<file path="src/hdl/fqt_pkg.sv">
package fqt_pkg;

    localparam int          ADDR_W          = 12;
    localparam int          DATA_W          = 32;
    localparam int          IDX_W           = 10;
    localparam int          CNT_W           = 16;

    // Register indexes; byte address is four times the index
    localparam logic [9:0]  IDX_CTRL        = 10'h000;
    localparam logic [9:0]  IDX_STATUS      = 10'h001;
    localparam logic [9:0]  IDX_TBL_FIRST   = 10'h10A;
    localparam logic [9:0]  IDX_SIG_0       = 10'h10A;
    localparam logic [9:0]  IDX_SIG_1       = 10'h10B;
    localparam logic [9:0]  IDX_SIG_2       = 10'h10C;
    localparam logic [9:0]  IDX_VER_MAJ     = 10'h10D;
    localparam logic [9:0]  IDX_VER_MIN     = 10'h10E;
    localparam logic [9:0]  IDX_FEAT_0      = 10'h10F;
    localparam logic [9:0]  IDX_FEAT_1      = 10'h110;
    localparam logic [9:0]  IDX_FEAT_2      = 10'h111;
    localparam logic [9:0]  IDX_FEAT_3      = 10'h112;
    localparam logic [9:0]  IDX_AFTER_SUSP  = 10'h113;
    localparam logic [9:0]  IDX_BSM_0       = 10'h114;
    localparam logic [9:0]  IDX_BSM_1       = 10'h115;
    localparam logic [9:0]  IDX_VCC_PE      = 10'h116;
    localparam logic [9:0]  IDX_VPP_PE      = 10'h117;
    localparam logic [9:0]  IDX_PROT_CNT    = 10'h118;
    localparam logic [9:0]  IDX_PD1_0       = 10'h119;
    localparam logic [9:0]  IDX_PD1_2       = 10'h11B;
    localparam logic [9:0]  IDX_PD1_3       = 10'h11C;
    localparam logic [9:0]  IDX_PD2_0       = 10'h11D;
    localparam logic [9:0]  IDX_PD2_UGRP_LO = 10'h124;
    localparam logic [9:0]  IDX_PD2_USIZE   = 10'h126;
    localparam logic [9:0]  IDX_TBL_LAST    = 10'h126;

    // Table byte values
    localparam logic [7:0]  TBL_SIG_0       = 8'h50;
    localparam logic [7:0]  TBL_SIG_1       = 8'h52;
    localparam logic [7:0]  TBL_SIG_2       = 8'h49;
    localparam logic [7:0]  TBL_VER_MAJ     = 8'h31;
    localparam logic [7:0]  TBL_VER_MIN     = 8'h34;
    localparam logic [7:0]  TBL_FEAT_0      = 8'hE6;
    localparam logic [7:0]  TBL_FEAT_1      = 8'h01;
    localparam logic [7:0]  TBL_LINK_DIE1   = 8'h40;
    localparam logic [7:0]  TBL_LINK_NONE   = 8'h00;
    localparam logic [7:0]  TBL_AFTER_SUSP  = 8'h01;
    localparam logic [7:0]  TBL_BSM_0       = 8'h03;
    localparam logic [7:0]  TBL_VCC_PE      = 8'h18;
    localparam logic [7:0]  TBL_VPP_PE      = 8'h90;
    localparam logic [7:0]  TBL_PROT_CNT    = 8'h02;
    localparam logic [7:0]  TBL_PD1_0       = 8'h80;
    localparam logic [7:0]  TBL_PD1_2       = 8'h03;
    localparam logic [7:0]  TBL_PD1_3       = 8'h03;
    localparam logic [7:0]  TBL_PD2_0       = 8'h89;
    localparam logic [7:0]  TBL_PD2_UGRP_LO = 8'h10;
    localparam logic [7:0]  TBL_PD2_USIZE   = 8'h04;
    localparam logic [7:0]  TBL_ZERO        = 8'h00;

    // Own control and status fields
    localparam int          CTRL_QUERY_BIT  = 0;
    localparam logic        CTRL_QUERY_RST  = 1'b0;
    localparam int          STAT_QUERY_BIT  = 16;

    localparam logic [1:0]  RESP_OKAY       = 2'b00;
    localparam logic [1:0]  RESP_SLVERR     = 2'b10;
    localparam logic [1:0]  RESP_DECERR     = 2'b11;

    typedef enum logic [1:0] {
        FQT_RD_IDLE = 2'b00,
        FQT_RD_LOOK = 2'b01,
        FQT_RD_RESP = 2'b10
    } fqt_rd_state_t;

    typedef struct packed {
        logic              awvalid;
        logic [ADDR_W-1:0] awaddr;
        logic [2:0]        awprot;
        logic              wvalid;
        logic [DATA_W-1:0] wdata;
        logic [3:0]        wstrb;
        logic              bready;
        logic              arvalid;
        logic [ADDR_W-1:0] araddr;
        logic [2:0]        arprot;
        logic              rready;
    } fqt_axil_req_t;

    typedef struct packed {
        logic              awready;
        logic              wready;
        logic              bvalid;
        logic [1:0]        bresp;
        logic              arready;
        logic              rvalid;
        logic [DATA_W-1:0] rdata;
        logic [1:0]        rresp;
    } fqt_axil_rsp_t;

    function automatic logic [IDX_W-1:0] fqt_addr_idx(input logic [ADDR_W-1:0] addr);
        return addr[ADDR_W-1:2];
    endfunction : fqt_addr_idx

    function automatic logic fqt_in_table(input logic [IDX_W-1:0] idx);
        return (idx >= IDX_TBL_FIRST) && (idx <= IDX_TBL_LAST);
    endfunction : fqt_in_table

endpackage : fqt_pkg

</file>
<file path="src/hdl/fqt_table.sv">
`timescale 1ns/1ns
`default_nettype none
module fqt_table #(
    parameter logic [7:0] LINK_BYTE = 8'h00
) (
    input  wire logic                    clk,   // System clock
    input  wire logic                    rst,   // Synchronous reset
    input  wire logic [fqt_pkg::IDX_W-1:0] idx, // Word index of the query byte
    output logic [7:0]                   q      // Registered table byte
);
    import fqt_pkg::*;

    typedef struct packed {
        logic [7:0] q;
    } fqt_tbl_state_t;

    fqt_tbl_state_t st_ff;
    fqt_tbl_state_t nxt_st;

    always_comb begin
        nxt_st = st_ff;
        case (idx)
            IDX_SIG_0:       nxt_st.q = TBL_SIG_0;
            IDX_SIG_1:       nxt_st.q = TBL_SIG_1;
            IDX_SIG_2:       nxt_st.q = TBL_SIG_2;
            IDX_VER_MAJ:     nxt_st.q = TBL_VER_MAJ;
            IDX_VER_MIN:     nxt_st.q = TBL_VER_MIN;
            IDX_FEAT_0:      nxt_st.q = TBL_FEAT_0;
            IDX_FEAT_1:      nxt_st.q = TBL_FEAT_1;
            IDX_FEAT_3:      nxt_st.q = LINK_BYTE;
            IDX_AFTER_SUSP:  nxt_st.q = TBL_AFTER_SUSP;
            IDX_BSM_0:       nxt_st.q = TBL_BSM_0;
            IDX_VCC_PE:      nxt_st.q = TBL_VCC_PE;
            IDX_VPP_PE:      nxt_st.q = TBL_VPP_PE;
            IDX_PROT_CNT:    nxt_st.q = TBL_PROT_CNT;
            IDX_PD1_0:       nxt_st.q = TBL_PD1_0;
            IDX_PD1_2:       nxt_st.q = TBL_PD1_2;
            IDX_PD1_3:       nxt_st.q = TBL_PD1_3;
            IDX_PD2_0:       nxt_st.q = TBL_PD2_0;
            IDX_PD2_UGRP_LO: nxt_st.q = TBL_PD2_UGRP_LO;
            IDX_PD2_USIZE:   nxt_st.q = TBL_PD2_USIZE;
            // Reserved feature bits, high bytes and zero groups
            default:         nxt_st.q = TBL_ZERO;
        endcase
    end

    always_ff @(posedge clk) begin
        if (rst) begin
            st_ff <= '0;
        end else begin
            st_ff <= nxt_st;
        end
    end

    assign q = st_ff.q;

endmodule : fqt_table
`default_nettype wire

</file>
<file path="src/hdl/fqt_ctrl_reg.sv">
`timescale 1ns/1ns
`default_nettype none
module fqt_ctrl_reg (
    input  wire logic                        clk,        // System clock
    input  wire logic                        rst,        // Synchronous reset
    input  wire logic                        wr_en,      // One-cycle write pulse
    input  wire logic [fqt_pkg::DATA_W-1:0]  wr_data,    // Write data
    input  wire logic [3:0]                  wr_strb,    // Byte strobes
    output logic                             query_mode  // Query read mode
);
    import fqt_pkg::*;

    typedef struct packed {
        logic query;
    } fqt_ctrl_state_t;

    fqt_ctrl_state_t st_ff;
    fqt_ctrl_state_t nxt_st;

    always_comb begin
        nxt_st = st_ff;
        if (wr_en && wr_strb[0]) begin
            nxt_st.query = wr_data[CTRL_QUERY_BIT];
        end
    end

    always_ff @(posedge clk) begin
        if (rst) begin
            st_ff.query <= CTRL_QUERY_RST;
        end else begin
            st_ff <= nxt_st;
        end
    end

    assign query_mode = st_ff.query;

endmodule : fqt_ctrl_reg
`default_nettype wire

</file>
<file path="src/hdl/fqt_query_table.sv">
// Contract
// Signature bytes 50h, 52h, 49h at the first three table addresses.
// Version reads 31h major then 34h minor.
// Feature bits 11 to 29 read zero; bit 31 flags another field.
// Feature low bytes read E6h then 01h.
// Byte 112h reads 40h on stacked die 1, else 00h.
// After-suspend byte reads 01h; upper bits zero.
// Block status mask reads 03h then 00h.
// Core program/erase voltage byte reads 18h in BCD.
// Programming supply voltage byte reads 90h.
// Protection field count reads 02h; host treats 00h as 256.
// First protection descriptor reads 80h, 00h, 03h, 03h.
// Second descriptor: lock word 89h, zero factory, 10h groups, size 04h.
// Table bytes appear on the low byte only in query read mode.
//
// Our own choice: the AXI4-Lite register port.
`timescale 1ns/1ns
`default_nettype none
module fqt_query_table #(
    parameter logic [7:0] LINK_BYTE = fqt_pkg::TBL_LINK_NONE
) (
    input  wire logic                    clk,     // System clock, 125 MHz
    input  wire logic                    rst,     // Synchronous reset, active high
    input  wire fqt_pkg::fqt_axil_req_t  axi_req, // AXI4-Lite master to slave
    output fqt_pkg::fqt_axil_rsp_t       axi_rsp, // AXI4-Lite slave to master
    output logic                         query_on // Query read mode is active
);
    import fqt_pkg::*;

    typedef struct packed {
        logic                 awready;
        logic                 wready;
        logic                 aw_held;
        logic                 w_held;
        logic [IDX_W-1:0]     aw_idx;
        logic [DATA_W-1:0]    wdata;
        logic [3:0]           wstrb;
        logic                 bvalid;
        logic [1:0]           bresp;
        logic                 arready;
        fqt_rd_state_t        rd_state;
        logic [IDX_W-1:0]     rd_idx;
        logic                 rd_query;
        logic                 rvalid;
        logic [DATA_W-1:0]    rdata;
        logic [1:0]           rresp;
        logic [CNT_W-1:0]     rd_cnt;
    } fqt_state_t;

    fqt_state_t         st_ff;
    fqt_state_t         nxt_st;
    logic               query_mode;
    logic [7:0]         rom_q;
    logic               ctrl_wr;
    logic               wr_commit;
    logic [IDX_W-1:0]   ar_idx;

    assign ar_idx    = fqt_addr_idx(axi_req.araddr);
    assign wr_commit = st_ff.aw_held && st_ff.w_held && !st_ff.bvalid;
    assign ctrl_wr   = wr_commit && (st_ff.aw_idx == IDX_CTRL);

    // Table lookup is fed from the address bus so the byte is ready one cycle after the handshake
    fqt_table #(
        .LINK_BYTE (LINK_BYTE)
    ) u_table (
        .clk       (clk),
        .rst       (rst),
        .idx       (ar_idx),
        .q         (rom_q)
    );

    fqt_ctrl_reg u_ctrl (
        .clk        (clk),
        .rst        (rst),
        .wr_en      (ctrl_wr),
        .wr_data    (st_ff.wdata),
        .wr_strb    (st_ff.wstrb),
        .query_mode (query_mode)
    );

    always_comb begin
        nxt_st = st_ff;

        // Write address and data are taken in either order
        if (axi_req.awvalid && st_ff.awready) begin
            nxt_st.aw_held = 1'b1;
            nxt_st.aw_idx  = fqt_addr_idx(axi_req.awaddr);
            nxt_st.awready = 1'b0;
        end
        if (axi_req.wvalid && st_ff.wready) begin
            nxt_st.w_held  = 1'b1;
            nxt_st.wdata   = axi_req.wdata;
            nxt_st.wstrb   = axi_req.wstrb;
            nxt_st.wready  = 1'b0;
        end
        if (wr_commit) begin
            nxt_st.bvalid  = 1'b1;
            nxt_st.aw_held = 1'b0;
            nxt_st.w_held  = 1'b0;
            if (st_ff.aw_idx == IDX_CTRL) begin
                nxt_st.bresp = RESP_OKAY;
            end else if ((st_ff.aw_idx == IDX_STATUS) || fqt_in_table(st_ff.aw_idx)) begin
                // Table and status are read only
                nxt_st.bresp = RESP_SLVERR;
            end else begin
                nxt_st.bresp = RESP_DECERR;
            end
        end
        if (st_ff.bvalid && axi_req.bready) begin
            nxt_st.bvalid  = 1'b0;
            nxt_st.awready = 1'b1;
            nxt_st.wready  = 1'b1;
        end

        case (st_ff.rd_state)
            FQT_RD_IDLE: begin
                if (axi_req.arvalid && st_ff.arready) begin
                    nxt_st.arready  = 1'b0;
                    nxt_st.rd_idx   = ar_idx;
                    nxt_st.rd_query = query_mode;
                    nxt_st.rd_state = FQT_RD_LOOK;
                end
            end
            FQT_RD_LOOK: begin
                nxt_st.rvalid   = 1'b1;
                nxt_st.rd_state = FQT_RD_RESP;
                if (st_ff.rd_idx == IDX_CTRL) begin
                    nxt_st.rdata = '0;
                    nxt_st.rdata[CTRL_QUERY_BIT] = st_ff.rd_query;
                    nxt_st.rresp = RESP_OKAY;
                end else if (st_ff.rd_idx == IDX_STATUS) begin
                    nxt_st.rdata = {{(DATA_W-CNT_W){1'b0}}, st_ff.rd_cnt};
                    nxt_st.rdata[STAT_QUERY_BIT] = st_ff.rd_query;
                    nxt_st.rresp = RESP_OKAY;
                end else if (fqt_in_table(st_ff.rd_idx)) begin
                    nxt_st.rresp = RESP_OKAY;
                    if (st_ff.rd_query) begin
                        nxt_st.rdata  = {24'h000000, rom_q};
                        nxt_st.rd_cnt = st_ff.rd_cnt + 16'h0001;
                    end else begin
                        nxt_st.rdata  = '0;
                    end
                end else begin
                    nxt_st.rdata = '0;
                    nxt_st.rresp = RESP_DECERR;
                end
            end
            FQT_RD_RESP: begin
                if (axi_req.rready) begin
                    nxt_st.rvalid   = 1'b0;
                    nxt_st.arready  = 1'b1;
                    nxt_st.rd_state = FQT_RD_IDLE;
                end
            end
            default: begin
                nxt_st.rvalid   = 1'b0;
                nxt_st.arready  = 1'b1;
                nxt_st.rd_state = FQT_RD_IDLE;
            end
        endcase
    end

    always_ff @(posedge clk) begin
        if (rst) begin
            st_ff          <= '0;
            st_ff.awready  <= 1'b1;
            st_ff.wready   <= 1'b1;
            st_ff.arready  <= 1'b1;
            st_ff.rd_state <= FQT_RD_IDLE;
        end else begin
            st_ff <= nxt_st;
        end
    end

    assign axi_rsp.awready = st_ff.awready;
    assign axi_rsp.wready  = st_ff.wready;
    assign axi_rsp.bvalid  = st_ff.bvalid;
    assign axi_rsp.bresp   = st_ff.bresp;
    assign axi_rsp.arready = st_ff.arready;
    assign axi_rsp.rvalid  = st_ff.rvalid;
    assign axi_rsp.rdata   = st_ff.rdata;
    assign axi_rsp.rresp   = st_ff.rresp;
    assign query_on        = query_mode;
endmodule : fqt_query_table
`default_nettype wire

</file>
<file path="config.mk">
export PLATFORM = sky130hd
export DESIGN_NAME = fqt_query_table
export DESIGN_NICKNAME = d
export VERILOG_FILES = /design/src/hdl/fqt_pkg.sv /design/src/hdl/fqt_table.sv /design/src/hdl/fqt_ctrl_reg.sv /design/src/hdl/fqt_query_table.sv
export SDC_FILE = /design/constraint.sdc
export NUM_CORES = 1
export LEC_CHECK = 0
export BUFFER_PORTS_ARGS = -buffer_cell sky130_fd_sc_hd__buf_4
export CELL_PAD_IN_SITES_DETAIL_PLACEMENT = 1
export CELL_PAD_IN_SITES_GLOBAL_PLACEMENT = 1
export CORE_MARGIN = 2
export CORE_UTILIZATION = 40
export DETAILED_ROUTE_END_ITERATION = 7
export PLACE_DENSITY_LB_ADDON = 0.1
export SLEW_MARGIN = 10
export SYNTH_ARGS = -nofsm -noshare
export SYNTH_HDL_FRONTEND = slang
export SYNTH_SLANG_ARGS = --single-unit
</file>
<file path="constraint.sdc">
create_clock -name clk -period 5.1 [get_ports clk]
set_input_delay 0.51 -clock clk [delete_from_list [all_inputs] [get_ports clk]]
set_output_delay 0.51 -clock clk [all_outputs]
set_load 0.02 [all_outputs]
</file>
# Word level (Yosys, flattened, before mapping)
# Cells that the tools add are included.
[op_classes]
reduce_logical = 24
add_sub_neg = 1
multipliers = 0
shifts = 0
n_bitwise = 4
div = 0
n_eq_ne = 24
n_mux = 13
n_lt_le_gt_ge = 4
[op_table]
columns = ["cell", "n"]
rows = [
  ["$eq 10x9->1 const B", 18],
  ["$pmux 8 s15", 1],
  ["$mux 34", 1],
  ["$eq 10x1->1 const B", 2],
  ["$ge 10x9->1 const B", 2],
  ["$le 10x9->1 const B", 2],
  ["$logic_not 10->1", 2],
  ["$mux 19", 1],
  ["$add 16x1->16 const B", 1],
  ["$mux 14", 1],
  ["$logic_and 1x1->1", 10],
  ["$mux 10", 1],
  ["$mux 8", 1],
  ["$pmux 1 s3", 2],
  ["$pmux 2 s3", 1],
  ["$reduce_and 2->1", 3],
  ["$reduce_or 2->1", 3],
  ["$reduce_and 5->1", 1],
  ["$ne 2x2->1 const B", 2],
  ["$not 1->1", 4],
  ["$mux 3", 1],
  ["$reduce_and 3->1", 1],
  ["$reduce_or 3->1", 1],
  ["$eq 2x1->1 const B", 1],
  ["6 further kinds", 7],
]
[totals]
out_inout_bits = 42
romBits = 0
in_bits = 73
word_cells = 89
mem_bits_rw = 0
regBits = 93
latchBits = 0
memories = 0

# Logic depth before layout (Yosys ltp)
# Gate-level depths: netlist of the first run.
[logic_depth]
word_depth = 5
ltp_mapped = 7
ltp_nobuf = 6

# Hierarchy
# Synthesis of the first run repeated with hierarchy kept, for this count alone.
[unflattened]
cells_unflattened = 591
hier_area_um2 = 4802.1
[modules_own_cells]
columns = ["module", "area_per_inst_um2", "cells_each", "seq_area_each_um2", "n_inst"]
rows = [
  ["fqt_query_table", 4297.9, 534, 2042.0, 1],
  ["fqt_table", 460.4, 53, 160.2, 1],
  ["fqt_ctrl_reg", 43.8, 4, 20.0, 1],
]

# Worst setup path before layout of the first run
# OpenSTA, ideal clock, no wires.
[synth_timing]
path_type = "reg-to-reg"
startpoint = "register st_ff[55] in the netlist's numbering"
endpoint = "register st_ff[6] in the netlist's numbering"
t_arrival_ns = 1.508
synth_period_minus_slack_ns = 1.629
path_stages_with_launch = 7
n_path_buf = 1
setup_slack_ns = 3.471
cell_sequence = "dfxtp_1 nor2_1 and3_1 buf_6 o21ai_4 or3_1 mux2_4"
[synth_via]
elab_chain_len = 3
elab_cells_between_ends = 8
[synth_lines]
columns = ["item", "line_no", "text"]
rows = [
  ["start: declaration", "fqt_query_table.sv:50", "fqt_state_t st_ff;"],
  ["start signal: assignment", "fqt_query_table.sv:171", "st_ff <= nxt_st;"],
  ["$ge 10x9->1, or another cell as far along", "fqt_pkg.sv:103", "return (idx >= IDX_TBL_FIRST) && (idx <= IDX_TBL_LAST);"],
  ["$logic_and 1x1->1 or $not 1->1 (tied branches)", "-", ""],
  ["$reduce_and 5->1 (no line) (*)", "-", ""],
]
# Every way passes the cells marked *; elsewhere a longest branch is shown, timed or not.
# A chain may end at the register's enable or synchronous reset.

# Worst setup path in the final report of the first run
[layout_timing]
startpoint = "register st_ff[58] in the netlist's numbering"
endpoint = "register st_ff[6] in the netlist's numbering"
# The elaborated chain is that of the path after synthesis.

==> results_tabular.tex, run 1 <==
\begin{tabular}{lr}
\hline
Metric & Value \\
\hline
\multicolumn{2}{l}{\textbf{Clock network}} \\
\quad TritonCTS clock tree & done \\
\quad Maximum count of clock buffers along a single path & 2 \\
\quad TritonCTS Buffers & 9 \\
\quad Number of H-tree levels & 3 \\
\quad Root buffer cell & clkbuf\_8 \\
\quad Post-cts gate resize count & 0 \\
\quad Clock-pin slew reported for the worst setup and hold paths after clock tree synthesis & 0.09 ns \\
\quad Hold-fix buffers at CTS & 0 \\
\quad Clock Sink Count & slightly below 80 \\
\quad Worst-Skew Late Latency & 0.35 ns \\
\quad Post-CTS setup-driven buffer insertion count & 0 \\
\multicolumn{2}{l}{\textbf{Floorplan}} \\
\quad Starting density of the core & 0.406 \\
\quad Horizontal extent of the die & 100 µm \\
\quad Placement Rows & 35 \\
\quad Floorplan die area & 9990 µm² \\
\quad Core region area & about 9100 µm² \\
\quad Die boundary height & 100 µm \\
\quad Ports placed on the boundary & around 120 \\
\multicolumn{2}{l}{\textbf{Synth}} \\
\quad Average footprint of a synthesized cell & 8.31 µm² \\
\quad Area contributors post-synth & dfxtp\_1, buf\_4, nand2\_1, a21oi\_1, nor2\_1 \\
\quad Flip-flop cell with the highest count after synthesis & dfxtp\_1 \\
\quad Fraction of the mapped netlist area in simple logic gates & 0.251 \\
\quad Number of cells produced by synthesis & 443 \\
\quad Mux share of post-synthesis cell area & 0.0187 \\
\quad Fraction of synthesized cell area in xor and xnor cells & 0.0166 \\
\quad Post-synthesis async set-or-reset flop share & 0 \\
\quad EDFF count, synth & 0 \\
\quad Synthesized-area fraction occupied by ao, oa, aoi and oai cells & 0.174 \\
\quad Sequential element share of the synthesized area & 0.418 \\
\quad Synth Area in Adders & 0.00340 \\
\quad Unique masters post-synth & 60 \\
\quad Top cells by instance count after synthesis & dfxtp\_1, nand2\_1, a21oi\_1 \\
\quad Dominant combinational cell family by area after synthesis & simple AND/OR/NAND/NOR gates \\
\quad Flops \& latches, synth & 77 \\
\quad Library cell with the highest instance count after synthesis & dfxtp\_1 \\
\quad Netlist area before placement & 3680 µm² \\
\quad Number of warnings reported in the yosys synthesis log & 0 \\
\quad Area fraction of the dominant cell type after synthesis & 0.418 \\
\quad Cell taking the most area after synthesis & dfxtp\_1 \\
\multicolumn{2}{l}{\textbf{Layout}} \\
\quad Number of nets in the layout & 536 \\
\quad Filler-free cell count of the finished design & 578 \\
\quad Sequential cell area & 1540 µm² \\
\quad Antenna Diode Count & 0 \\
\quad Relative area change from synthesis to final layout & 10.5\% \\
\quad Fraction of final layout cells sized beyond drive strength 1 & 0.184 \\
\quad Filler Cell Count & 1124 \\
\quad Footprint of the multi-input gates & approximately 1800 µm² \\
\multicolumn{2}{l}{\textbf{GRT}} \\
\quad Global route overflow & 0 \\
\quad Largest net degree at the start of global routing & between 60 and 70 \\
\quad Antenna violations before repair & 0 \\
\quad Overall routing resource usage & 0.175 \\
\quad Number of global-route vias before repair & approximately 2.9k \\
\quad First-pass GRT wire length & between 10000 and 15000 µm \\
\multicolumn{2}{l}{\textbf{Detailed routing}} \\
\quad Drt via density & roughly 5.2 \\
\quad Count of unresolved DRC violations after routing & 0 \\
\quad DR iter-0 viols & 97 \\
\quad Antenna Violating Nets Remaining & 0 \\
\quad Overall via count from detail\_route & approximately 3.0k \\
\quad Routed WL per cell & 14.4 µm \\
\quad Number of iterations in the first detailed-routing pass & 4 \\
\quad Final routed wirelength across all metal layers & 8300 µm \\
\multicolumn{2}{l}{\textbf{Pwr}} \\
\quad Power per standard cell area & 297 nW/µm² \\
\quad Leakage power figure & $\sim$0.0016 µW \\
\quad Total Power & between 1000 and 1500 µW \\
\quad IR drop worst, VDD & approximately 0.11 mV \\
\multicolumn{2}{l}{\textbf{Hold path}} \\
\quad Type of the worst min-delay path & in -> reg \\
\multicolumn{2}{l}{\textbf{Setup path}} \\
\quad Category of the most critical setup path & reg -> reg \\
\quad Element type at the critical path end & flop \\
\quad Critical Path AT & 2.27 ns \\
\quad Nature of the critical path startpoint & flop \\
\quad Critical path required time & between 5 and 6 ns \\
\quad Highest net fanout along the worst path & 11 \\
\multicolumn{2}{l}{\textbf{Timing}} \\
\quad Worst slew slack as a fraction of its limit & 0.531 \\
\quad Total negative slack for setup checks & 0 ns \\
\quad Final number of setup-violating endpoints & 0 \\
\quad Layout Skew & 0.0131 ns \\
\quad Post-route worst hold slack & roughly 0.36 ns \\
\quad Worst-Margin Slew & 0.703 ns \\
\quad Final hold viol count & 0 \\
\quad Setup repair after global routing missed its margin & false \\
\quad Period Utilization, post-route & 0.395 \\
\quad Maximum clock frequency & 0.496 GHz \\
\quad Final critical-path required period & 2.02 ns \\
\quad Slew Viols, Final & 0 \\
\multicolumn{2}{l}{\textbf{Placed design}} \\
\quad Gpl congestion & 0.822 \\
\quad Estimated wirelength of the detail-placed design & just under 6000 µm \\
\quad Placed cell count & between 500 and 600 \\
\quad Number of buffers added on ports & 55 \\
\multicolumn{2}{l}{\textbf{Run}} \\
\quad Number of violations of the max-capacitance limit & 0 \\
\multicolumn{2}{l}{\textbf{Status}} \\
\quad Result of the run & finished, final reports clean \\
\hline
\end{tabular}
[state kept, by name, indices dropped and copies added, names as in the netlist]
register and flops:
u_ctrl.query_mode 1, axi_rsp 25, u_table.q 8, st_ff 43
[metal layers]
layer	vias to the layer above	global-route usage	routed length, µm	part of all wire
li1	1516	-	-	-
met1	1431	0.233	4020	0.48
met2	58	0.281	3850	0.46
met3	11	0.0376	316	0.038
met4	0	0.0643	112	0.014
met5	-	0	0	0
[critical path: stages, from the launching register on]
cell and delay, ns:
dfxtp_1 0.32, nor3_1 0.47, nand2_1 0.36, or3_1 0.47, mux2_4 0.30
[metrics by stage]
step	utilization	worst slack, ns	instance area (µm²)
final	0.449	3.08	4070
after global placement	0.428	2.89	3880
after detailed placement	0.428	2.86	3880
after CTS	0.449	3.00	4070
after floorplan	-	3.47	3740
after global routing	0.449	2.88	4070
[final timing paths]
path | start | to | slack [ns] | depth (start not counted)
worst min register to register | axi_rsp[15] | axi_rsp[15] | 0.46 | 2
worst min-delay path | axi_req[54] | axi_rsp[39] | 0.36 | 2
worst max-delay path | st_ff[58] | st_ff[6] | 3.08 | 4
worst max register to register | st_ff[58] | st_ff[6] | 3.08 | 4
[cell usage in the layout, fill, tap and decap left out, types with 4 or more instances in the layout]
cell        Yosys  routed
dfxtp_1        77      77
clkinvlp_4      0       4
or3_1           6       6
nand2b_1        8       8
buf_4          41      55
clkbuf_8        1      10
and3_1          7       7
nor4_1          5       5
o31ai_1         4       4
xnor2_1         4       4
inv_1           7       7
nor3_1          8       8
nor2b_1         8       8
o211ai_1        4       4
nand3_1        11      11
a221o_1         7       7
conb_1          1      15
nor2_1         37      37
a21oi_1        46      46
o21ai_0        10      10
and2_1          9       9
nand2_1        71      71
[power breakdown]
| part | total [µW] | switching [µW] | leakage, µW | internal, µW |
|---|---|---|---|---|
| clock network | 427 | 235 | 0.0000811 | 192 |
| logic | 144 | 90.3 | 0.000880 | 53.9 |
| registers | 636 | 17.3 | 0.000625 | 619 |
[cell families after synthesis]
logic type,after synthesis
AOI/OAI and AO/OA,95
and+or+nand+nor,188
xor gates and xnor gates,7
other,1
adders and majority gates,1
DFF,77
muxes,6
buffers and inverters,68
[area by class of cell]
cell class | count | area share
sequential | 77 | 0.379
clock inverter | 6 | 0.0117
inverter | 7 | 0.00646
timing repair buffer | 55 | 0.101
multi-input combinational | 312 | 0.434
clock buffer | 10 | 0.0338
tap | 111 | 0.0341
Note: power is estimated with default switching activity, not from simulation.
==> run 2, diff against run 1 <==
--- a/config.mk
+++ b/config.mk
@@ -9,7 +9,7 @@
 export CELL_PAD_IN_SITES_DETAIL_PLACEMENT = 1
 export CELL_PAD_IN_SITES_GLOBAL_PLACEMENT = 1
 export CORE_MARGIN = 2
-export CORE_UTILIZATION = 40
+export CORE_UTILIZATION = 37
 export DETAILED_ROUTE_END_ITERATION = 7
 export PLACE_DENSITY_LB_ADDON = 0.1
 export SLEW_MARGIN = 10
==> constraint.sdc (replaced) <==
create_clock -name clk -period 2.03 [get_ports clk]
set_input_delay 0.203 -clock clk [delete_from_list [all_inputs] [get_ports clk]]
set_output_delay 0.203 -clock clk [all_outputs]
set_load 0.02 [all_outputs]
==> results_tabular.tex, run 2 (same netlist as run 1, synthesis figures left out) <==
\begin{tabular}{lr}
\hline
Metric & Value \\
\hline
\multicolumn{2}{l}{\textbf{Status}} \\
\quad Result of the run & finished, final reports clean \\
\multicolumn{2}{l}{\textbf{Floorplan}} \\
\quad Starting density of the core & 0.379 (-0.0277) \\
\quad Floorplan die area & 10800 µm² (+7.8\%) \\
\quad Core region area & 9730 µm² (+7.3\%) \\
\quad Die boundary height & 104 µm (+3.8\%) \\
\quad Ports placed on the boundary & 115 (unchanged) \\
\quad Placement Rows & 36 (+2.9\%) \\
\quad Horizontal extent of the die & 104 µm (+3.8\%) \\
\multicolumn{2}{l}{\textbf{Layout}} \\
\quad Most frequent cells in the layout & dfxtp\_1, nand2\_1, buf\_4 \\
\quad Filler-free cell count of the finished design & 609 (+5.4\%) \\
\quad Most frequent standard cell in the layout excluding fill and tap cells & dfxtp\_1 \\
\quad Flip-flop count of the largest register after layout & 43 (unchanged) \\
\quad Relative area change from synthesis to final layout & 14.1\% \\
\quad Fraction of final layout cells sized beyond drive strength 1 & 0.200 (+0.0154) \\
\quad Number of nets in the layout & 546 (+1.9\%) \\
\quad Top register by number of flip-flops & st\_ff \\
\quad Layout Cell Area excl Fill & 4200 µm² (+3.3\%) \\
\quad Fraction of the core area covered by cells at the end of the flow & 0.432 (-0.0170) \\
\quad Antenna Diode Count & 0 (unchanged) \\
\multicolumn{2}{l}{\textbf{GRT}} \\
\quad Number of global-route vias before repair & 3120 (+8.8\%) \\
\quad Antenna violations before repair & 0 (unchanged) \\
\quad Overall routing resource usage & 0.167 (-0.00829) \\
\quad Largest net degree at the start of global routing & 44 (-36\%) \\
\quad Global route overflow & 0 (unchanged) \\
\quad First-pass GRT wire length & 14900 µm (+7.3\%) \\
\multicolumn{2}{l}{\textbf{Clock network}} \\
\quad Root buffer cell & clkbuf\_8 \\
\quad Worst-Skew Late Latency & 0.35 ns (about the same) \\
\quad Hold-fix buffers at CTS & 0 (unchanged) \\
\quad Maximum count of clock buffers along a single path & 2 (unchanged) \\
\quad Clock-pin slew reported for the worst setup and hold paths after clock tree synthesis & 0.08 ns (about the same) \\
\quad Clock Sink Count & 77 (unchanged) \\
\quad Post-CTS setup-driven buffer insertion count & 0 (unchanged) \\
\quad Number of H-tree levels & 3 (unchanged) \\
\quad TritonCTS Buffers & 9 (unchanged) \\
\quad TritonCTS clock tree & done \\
\quad Post-cts gate resize count & 0 (unchanged) \\
\multicolumn{2}{l}{\textbf{Detailed routing}} \\
\quad Drt via density & 5.00 (-4.1\%) \\
\quad Number of iterations in the first detailed-routing pass & 4 (unchanged) \\
\quad DR iter-0 viols & 109 (+12\%) \\
\quad Routed WL per cell & 14.1 µm (-1.5\%) \\
\quad Overall via count from detail\_route & 3048 (+1.1\%) \\
\quad Antenna Violating Nets Remaining & 0 (unchanged) \\
\quad Final routed wirelength across all metal layers & 8610 µm (+3.8\%) \\
\quad Count of unresolved DRC violations after routing & 0 (unchanged) \\
\multicolumn{2}{l}{\textbf{Setup path}} \\
\quad Critical Path AT & 2.02 ns (-0.25 ns) \\
\quad Nature of the critical path startpoint & flop \\
\quad Highest net fanout along the worst path & 9 (-2) \\
\quad Element type at the critical path end & flop \\
\quad Critical path required time & 2.27 ns (-3.08 ns) \\
\quad Flop-to-flop setup slack & 0.25 ns (-2.83 ns) \\
\quad Category of the most critical setup path & reg -> reg \\
\multicolumn{2}{l}{\textbf{Placed design}} \\
\quad Post-Place Cell Area & 3990 µm² (+2.6\%) \\
\quad Number of buffers added on ports & 55 (unchanged) \\
\quad Gpl congestion & 0.760 (-7.5\%) \\
\quad Estimated wirelength of the detail-placed design & 6220 µm (+4.5\%) \\
\quad Placed cell count & 594 (+5.7\%) \\
\multicolumn{2}{l}{\textbf{Hold path}} \\
\quad Type of the worst min-delay path & in -> reg \\
\multicolumn{2}{l}{\textbf{Timing}} \\
\quad Final number of setup-violating endpoints & 0 (unchanged) \\
\quad Period Utilization, post-route & 0.877 (+0.481) \\
\quad Final critical-path required period & 1.78 ns (-0.236 ns) \\
\quad Maximum clock frequency & 0.562 GHz (+13\%) \\
\quad Total negative slack for setup checks & 0 ns (unchanged) \\
\quad Layout Skew & 0.0139 ns (+0.000862 ns) \\
\quad Slew Viols, Final & 0 (unchanged) \\
\quad Final hold viol count & 0 (unchanged) \\
\quad Setup repair after global routing missed its margin & false \\
\multicolumn{2}{l}{\textbf{Pwr}} \\
\quad Leakage power figure & 0.00166 µW (+4.6\%) \\
\quad Power per standard cell area & 774 nW/µm² (+160\%) \\
\quad IR drop worst, VDD & 0.308 mV (+180\%) \\
\multicolumn{2}{l}{\textbf{Run}} \\
\quad Number of violations of the max-capacitance limit & 0 (unchanged) \\
\hline
\end{tabular}
==> run 2: changes by cell type in the layout (fill, tap and decap cells not counted), sizes merged <==
| cell | before | now |
|---|---|---|
| clkbuf | 10 | 11 |
| bufinv | 0 | 2 |
| buf | 55 | 65 |
| clkinvlp | 4 | 1 |
| inv | 8 | 7 |
==> run 2: layout make-up <==
class	instances	area [µm²]
Fill cell	1196	5530
Multi-Input combinational cell	312	1770
Sequential cell	77	1540
Timing Repair Buffer	65	488
Tap cell	133	166
Clock buffer	11	141
Clock inverter	4	72.6
Inverter	7	26.3
==> run 2: per-layer routing <==
metal,wire [µm],GRT usage,vias to the layer above,part of all wire
met5,0,0,-,0
li1,-,-,1528,-
met3,237,0.0258,10,0.028
met1,4080,0.209,1471,0.47
met4,138,0.0608,0,0.016
met2,4160,0.290,39,0.48
==> run 2: worst paths after layout <==
path	startpoint	to	cells past startpoint
hold / removal	axi_req[70]	axi_rsp[40]	2
setup reg to reg	st_ff[55]	st_ff[6]	5
hold reg to reg	axi_rsp[18]	axi_rsp[18]	2
setup / recovery	st_ff[55]	st_ff[6]	5
==> run 2: metrics by stage <==
stage	power, µW	setup slack [ns]	hold slack (ns)
final	3250	0.250	0.0424
after global routing	3410	0.0795	0.0568
after CTS	3290	0.141	0.0253
after detailed placement	2020	0.155	0.415
after global placement	2010	0.159	0.404
after floorplan	1920	0.401	0.303
==> run 2: critical path, stage by stage (launching register included) <==
cell     delay [ns]
dfxtp_1        0.35
nor2_1         0.17
and3_2         0.35
o21ai_4        0.11
or3_1          0.38
mux2_4         0.30
==> run 2: power by group <==
part	switching [µW]	total, µW	internal [µW]	leakage (µW)
sequential	42.7	1600	1560	0.000625
clock	556	1270	718	0.000105
combinational	232	379	147	0.000929
==> run 3, diff against run 2 <==
--- a/config.mk
+++ b/config.mk
@@ -9,7 +9,7 @@
 export CELL_PAD_IN_SITES_DETAIL_PLACEMENT = 1
 export CELL_PAD_IN_SITES_GLOBAL_PLACEMENT = 1
 export CORE_MARGIN = 2
-export CORE_UTILIZATION = 37
+export CORE_UTILIZATION = 30
 export DETAILED_ROUTE_END_ITERATION = 7
 export PLACE_DENSITY_LB_ADDON = 0.1
 export SLEW_MARGIN = 10
==> results_tabular.tex, run 3 (same netlist as run 1, synthesis figures left out) <==
\begin{tabular}{lr}
\hline
Metric & Value \\
\hline
\multicolumn{2}{l}{\textbf{Status}} \\
\quad Result of the run & finished, final reports clean \\
\multicolumn{2}{l}{\textbf{Setup path}} \\
\quad Count of buffering cells on the critical path with inverters included & 0 (unchanged) \\
\quad Crit path capture & st\_ff[6] \\
\quad Worst setup path startpoint & st\_ff[55] \\
\quad Cell family contributing the most delay on the critical path & simple AND/OR/NAND/NOR gates \\
\quad Endpoint of the worst-slack reg-to-reg timing path & st\_ff[6] \\
\quad Highest net fanout along the worst path & 9 (unchanged) \\
\quad Peak per-stage delay on the critical path & 0.38 ns (about the same) \\
\quad Category of the most critical setup path & reg -> reg \\
\quad Cell breakdown of the critical path & nor2\_1, and3\_2, o21ai\_4, or3\_1, mux2\_4 \\
\quad Element type at the critical path end & flop \\
\quad Path depth of the worst reg2reg path & 5 (unchanged) \\
\quad Worst reg2reg path startpoint & st\_ff[55] \\
\quad Flop-to-flop setup slack & 0.24 ns (about the same) \\
\quad Critical Path AT & 2.02 ns (about the same) \\
\quad Highest-delay cell along the critical path & or3\_1 \\
\quad Critical path required time & 2.26 ns (about the same) \\
\quad Nature of the critical path startpoint & flop \\
\quad Critical Path Stages & 5 (unchanged) \\
\multicolumn{2}{l}{\textbf{Placed design}} \\
\quad Worst slack at placement & 0.120 ns (-0.0349 ns) \\
\quad Estimated wirelength of the detail-placed design & 6480 µm (+4.2\%) \\
\quad Post-Place Cell Area & 4020 µm² (+0.82\%) \\
\quad Number of buffers added on ports & 55 (unchanged) \\
\quad Placed cell count & 610 (+2.7\%) \\
\quad Gpl congestion & 0.786 (+3.4\%) \\
\multicolumn{2}{l}{\textbf{Detailed routing}} \\
\quad Number of iterations in the first detailed-routing pass & 5 (+1) \\
\quad Final routed wirelength across all metal layers & 9070 µm (+5.4\%) \\
\quad DR iter-0 viols & 111 (+1.8\%) \\
\quad Overall via count from detail\_route & 3036 (-0.39\%) \\
\quad Routed WL per cell & 14.5 µm (+2.5\%) \\
\quad Count of unresolved DRC violations after routing & 0 (unchanged) \\
\quad Drt via density & 4.85 (-3.1\%) \\
\quad Antenna Violating Nets Remaining & 0 (unchanged) \\
\multicolumn{2}{l}{\textbf{Timing}} \\
\quad Maximum clock frequency & 0.559 GHz (-0.55\%) \\
\quad Final critical-path required period & 1.79 ns (+0.00990 ns) \\
\quad Period Utilization, post-route & 0.882 (+0.00488) \\
\quad Final number of setup-violating endpoints & 0 (unchanged) \\
\quad Layout Skew & 0.00673 ns (-0.00721 ns) \\
\quad Slew Viols, Final & 0 (unchanged) \\
\quad Final hold viol count & 0 (unchanged) \\
\quad Setup repair after global routing missed its margin & false \\
\quad Total negative slack for setup checks & 0 ns (unchanged) \\
\quad Setup slack after layout & 0.240 ns (-0.00990 ns) \\
\multicolumn{2}{l}{\textbf{Pwr}} \\
\quad Power per standard cell area & 872 nW/µm² (+13\%) \\
\quad IR drop worst, VDD & 0.384 mV (+25\%) \\
\quad Leakage power figure & 0.00174 µW (+4.7\%) \\
\quad Total Power & 3810 µW (+17\%) \\
\multicolumn{2}{l}{\textbf{Layout}} \\
\quad Footprint of the multi-input gates & 1770 µm² (unchanged) \\
\quad Most frequent cells in the layout & dfxtp\_1, nand2\_1, buf\_4 \\
\quad Filler-free cell count of the finished design & 626 (+2.8\%) \\
\quad Top register by number of flip-flops & st\_ff \\
\quad Flip-flop count of the largest register after layout & 43 (unchanged) \\
\quad Filler Cell Count & 1435 (+20\%) \\
\quad Relative area change from synthesis to final layout & 18.5\% \\
\quad Antenna Diode Count & 0 (unchanged) \\
\quad Fraction of final layout cells sized beyond drive strength 1 & 0.207 (+0.00710) \\
\quad Layout Cell Area excl Fill & 4370 µm² (+3.9\%) \\
\quad Number of nets in the layout & 548 (+0.37\%) \\
\quad Sequential cell area & 1540 µm² (unchanged) \\
\quad Most frequent standard cell in the layout excluding fill and tap cells & dfxtp\_1 \\
\multicolumn{2}{l}{\textbf{Clock network}} \\
\quad TritonCTS clock tree & done \\
\quad Maximum count of clock buffers along a single path & 2 (unchanged) \\
\quad Number of H-tree levels & 3 (unchanged) \\
\quad Root buffer cell & clkbuf\_16 \\
\quad Post-CTS setup-driven buffer insertion count & 0 (unchanged) \\
\quad Clock-pin slew reported for the worst setup and hold paths after clock tree synthesis & 0.06 ns (-0.02 ns) \\
\quad Clock Sink Count & 77 (unchanged) \\
\quad Worst-Skew Late Latency & 0.34 ns (about the same) \\
\quad TritonCTS Buffers & 9 (unchanged) \\
\multicolumn{2}{l}{\textbf{Floorplan}} \\
\quad Die boundary height & 115 µm (+11\%) \\
\quad Core region area & 12000 µm² (+23\%) \\
\quad Starting density of the core & 0.307 (-0.0719) \\
\quad Ports placed on the boundary & 115 (unchanged) \\
\quad Floorplan die area & 13200 µm² (+22\%) \\
\quad Horizontal extent of the die & 115 µm (+11\%) \\
\quad Placement Rows & 40 (+11\%) \\
\multicolumn{2}{l}{\textbf{GRT}} \\
\quad First-pass GRT wire length & 15100 µm (+1.6\%) \\
\quad Antenna violations before repair & 0 (unchanged) \\
\quad Global route overflow & 0 (unchanged) \\
\quad Number of global-route vias before repair & 3000 (-3.8\%) \\
\quad Overall routing resource usage & 0.146 (-0.0207) \\
\quad Largest net degree at the start of global routing & 45 (+2.3\%) \\
\multicolumn{2}{l}{\textbf{Run}} \\
\quad Number of violations of the max-capacitance limit & 0 (unchanged) \\
\multicolumn{2}{l}{\textbf{Hold path}} \\
\quad Type of the worst min-delay path & in -> reg \\
\hline
\end{tabular}
-- run 3: changes by cell type in the layout (fill, tap and decap cells not counted), sizes merged --
cell      delta
clkbuf       +2
buf          +2
clkinvlp     -1
-- run 3: repair_timing --
action / CTS / global route
endpoints found under the setup margin: 0 / 3
hold buffers: 0 / 0
resized for setup: 0 / 1
-- run 3: per-stage QoR --
stage | hold slack, ns | utilization
floorplan | 0.303 | -
global placement | 0.405 | 0.335
detailed placement | 0.417 | 0.335
CTS | 0.0525 | 0.363
global route | 0.0530 | 0.363
finish | 0.0654 | 0.363
-- run 3: metal layers --
| layer | vias up | track usage | routed length [µm] |
|---|---|---|---|
| li1 | 1542 | - | - |
| met1 | 1441 | 0.184 | 4310 |
| met2 | 44 | 0.240 | 4320 |
| met3 | 9 | 0.0474 | 348 |
| met4 | 0 | 0.0426 | 93 |
| met5 | - | 0 | 0 |
-- run 3: worst min-delay path by stage --
stage	start	endpoint	slack, ns	cells past startpoint
final	axi_req[70]	axi_rsp[40]	0.07	2
after global routing	axi_req[70]	axi_rsp[40]	0.05	2
after CTS	axi_req[70]	axi_rsp[40]	0.05	2
after detailed placement	axi_req[70]	axi_rsp[40]	0.42	2
after global placement	axi_req[70]	axi_rsp[40]	0.40	2
after floorplan	axi_req[54]	axi_rsp[39]	0.30	1
-- run 3: area by class of cell --
type,instances,area share
multi-input cells,312,0.404
repair buffers,67,0.115
flip-flops and latches,77,0.353
well taps,147,0.0421
inverters,7,0.00602
clock inverters,3,0.0149
clock buffers,13,0.0642
-- run 3: power by group --
group / total (µW) / internal [µW] / leakage, µW / switching, µW
clock network: 1830 / 1210 / 0.000172 / 618
registers: 1600 / 1560 / 0.000625 / 43.8
logic: 379 / 147 / 0.000940 / 233
total: 3810 / 2910 / 0.00174 / 894
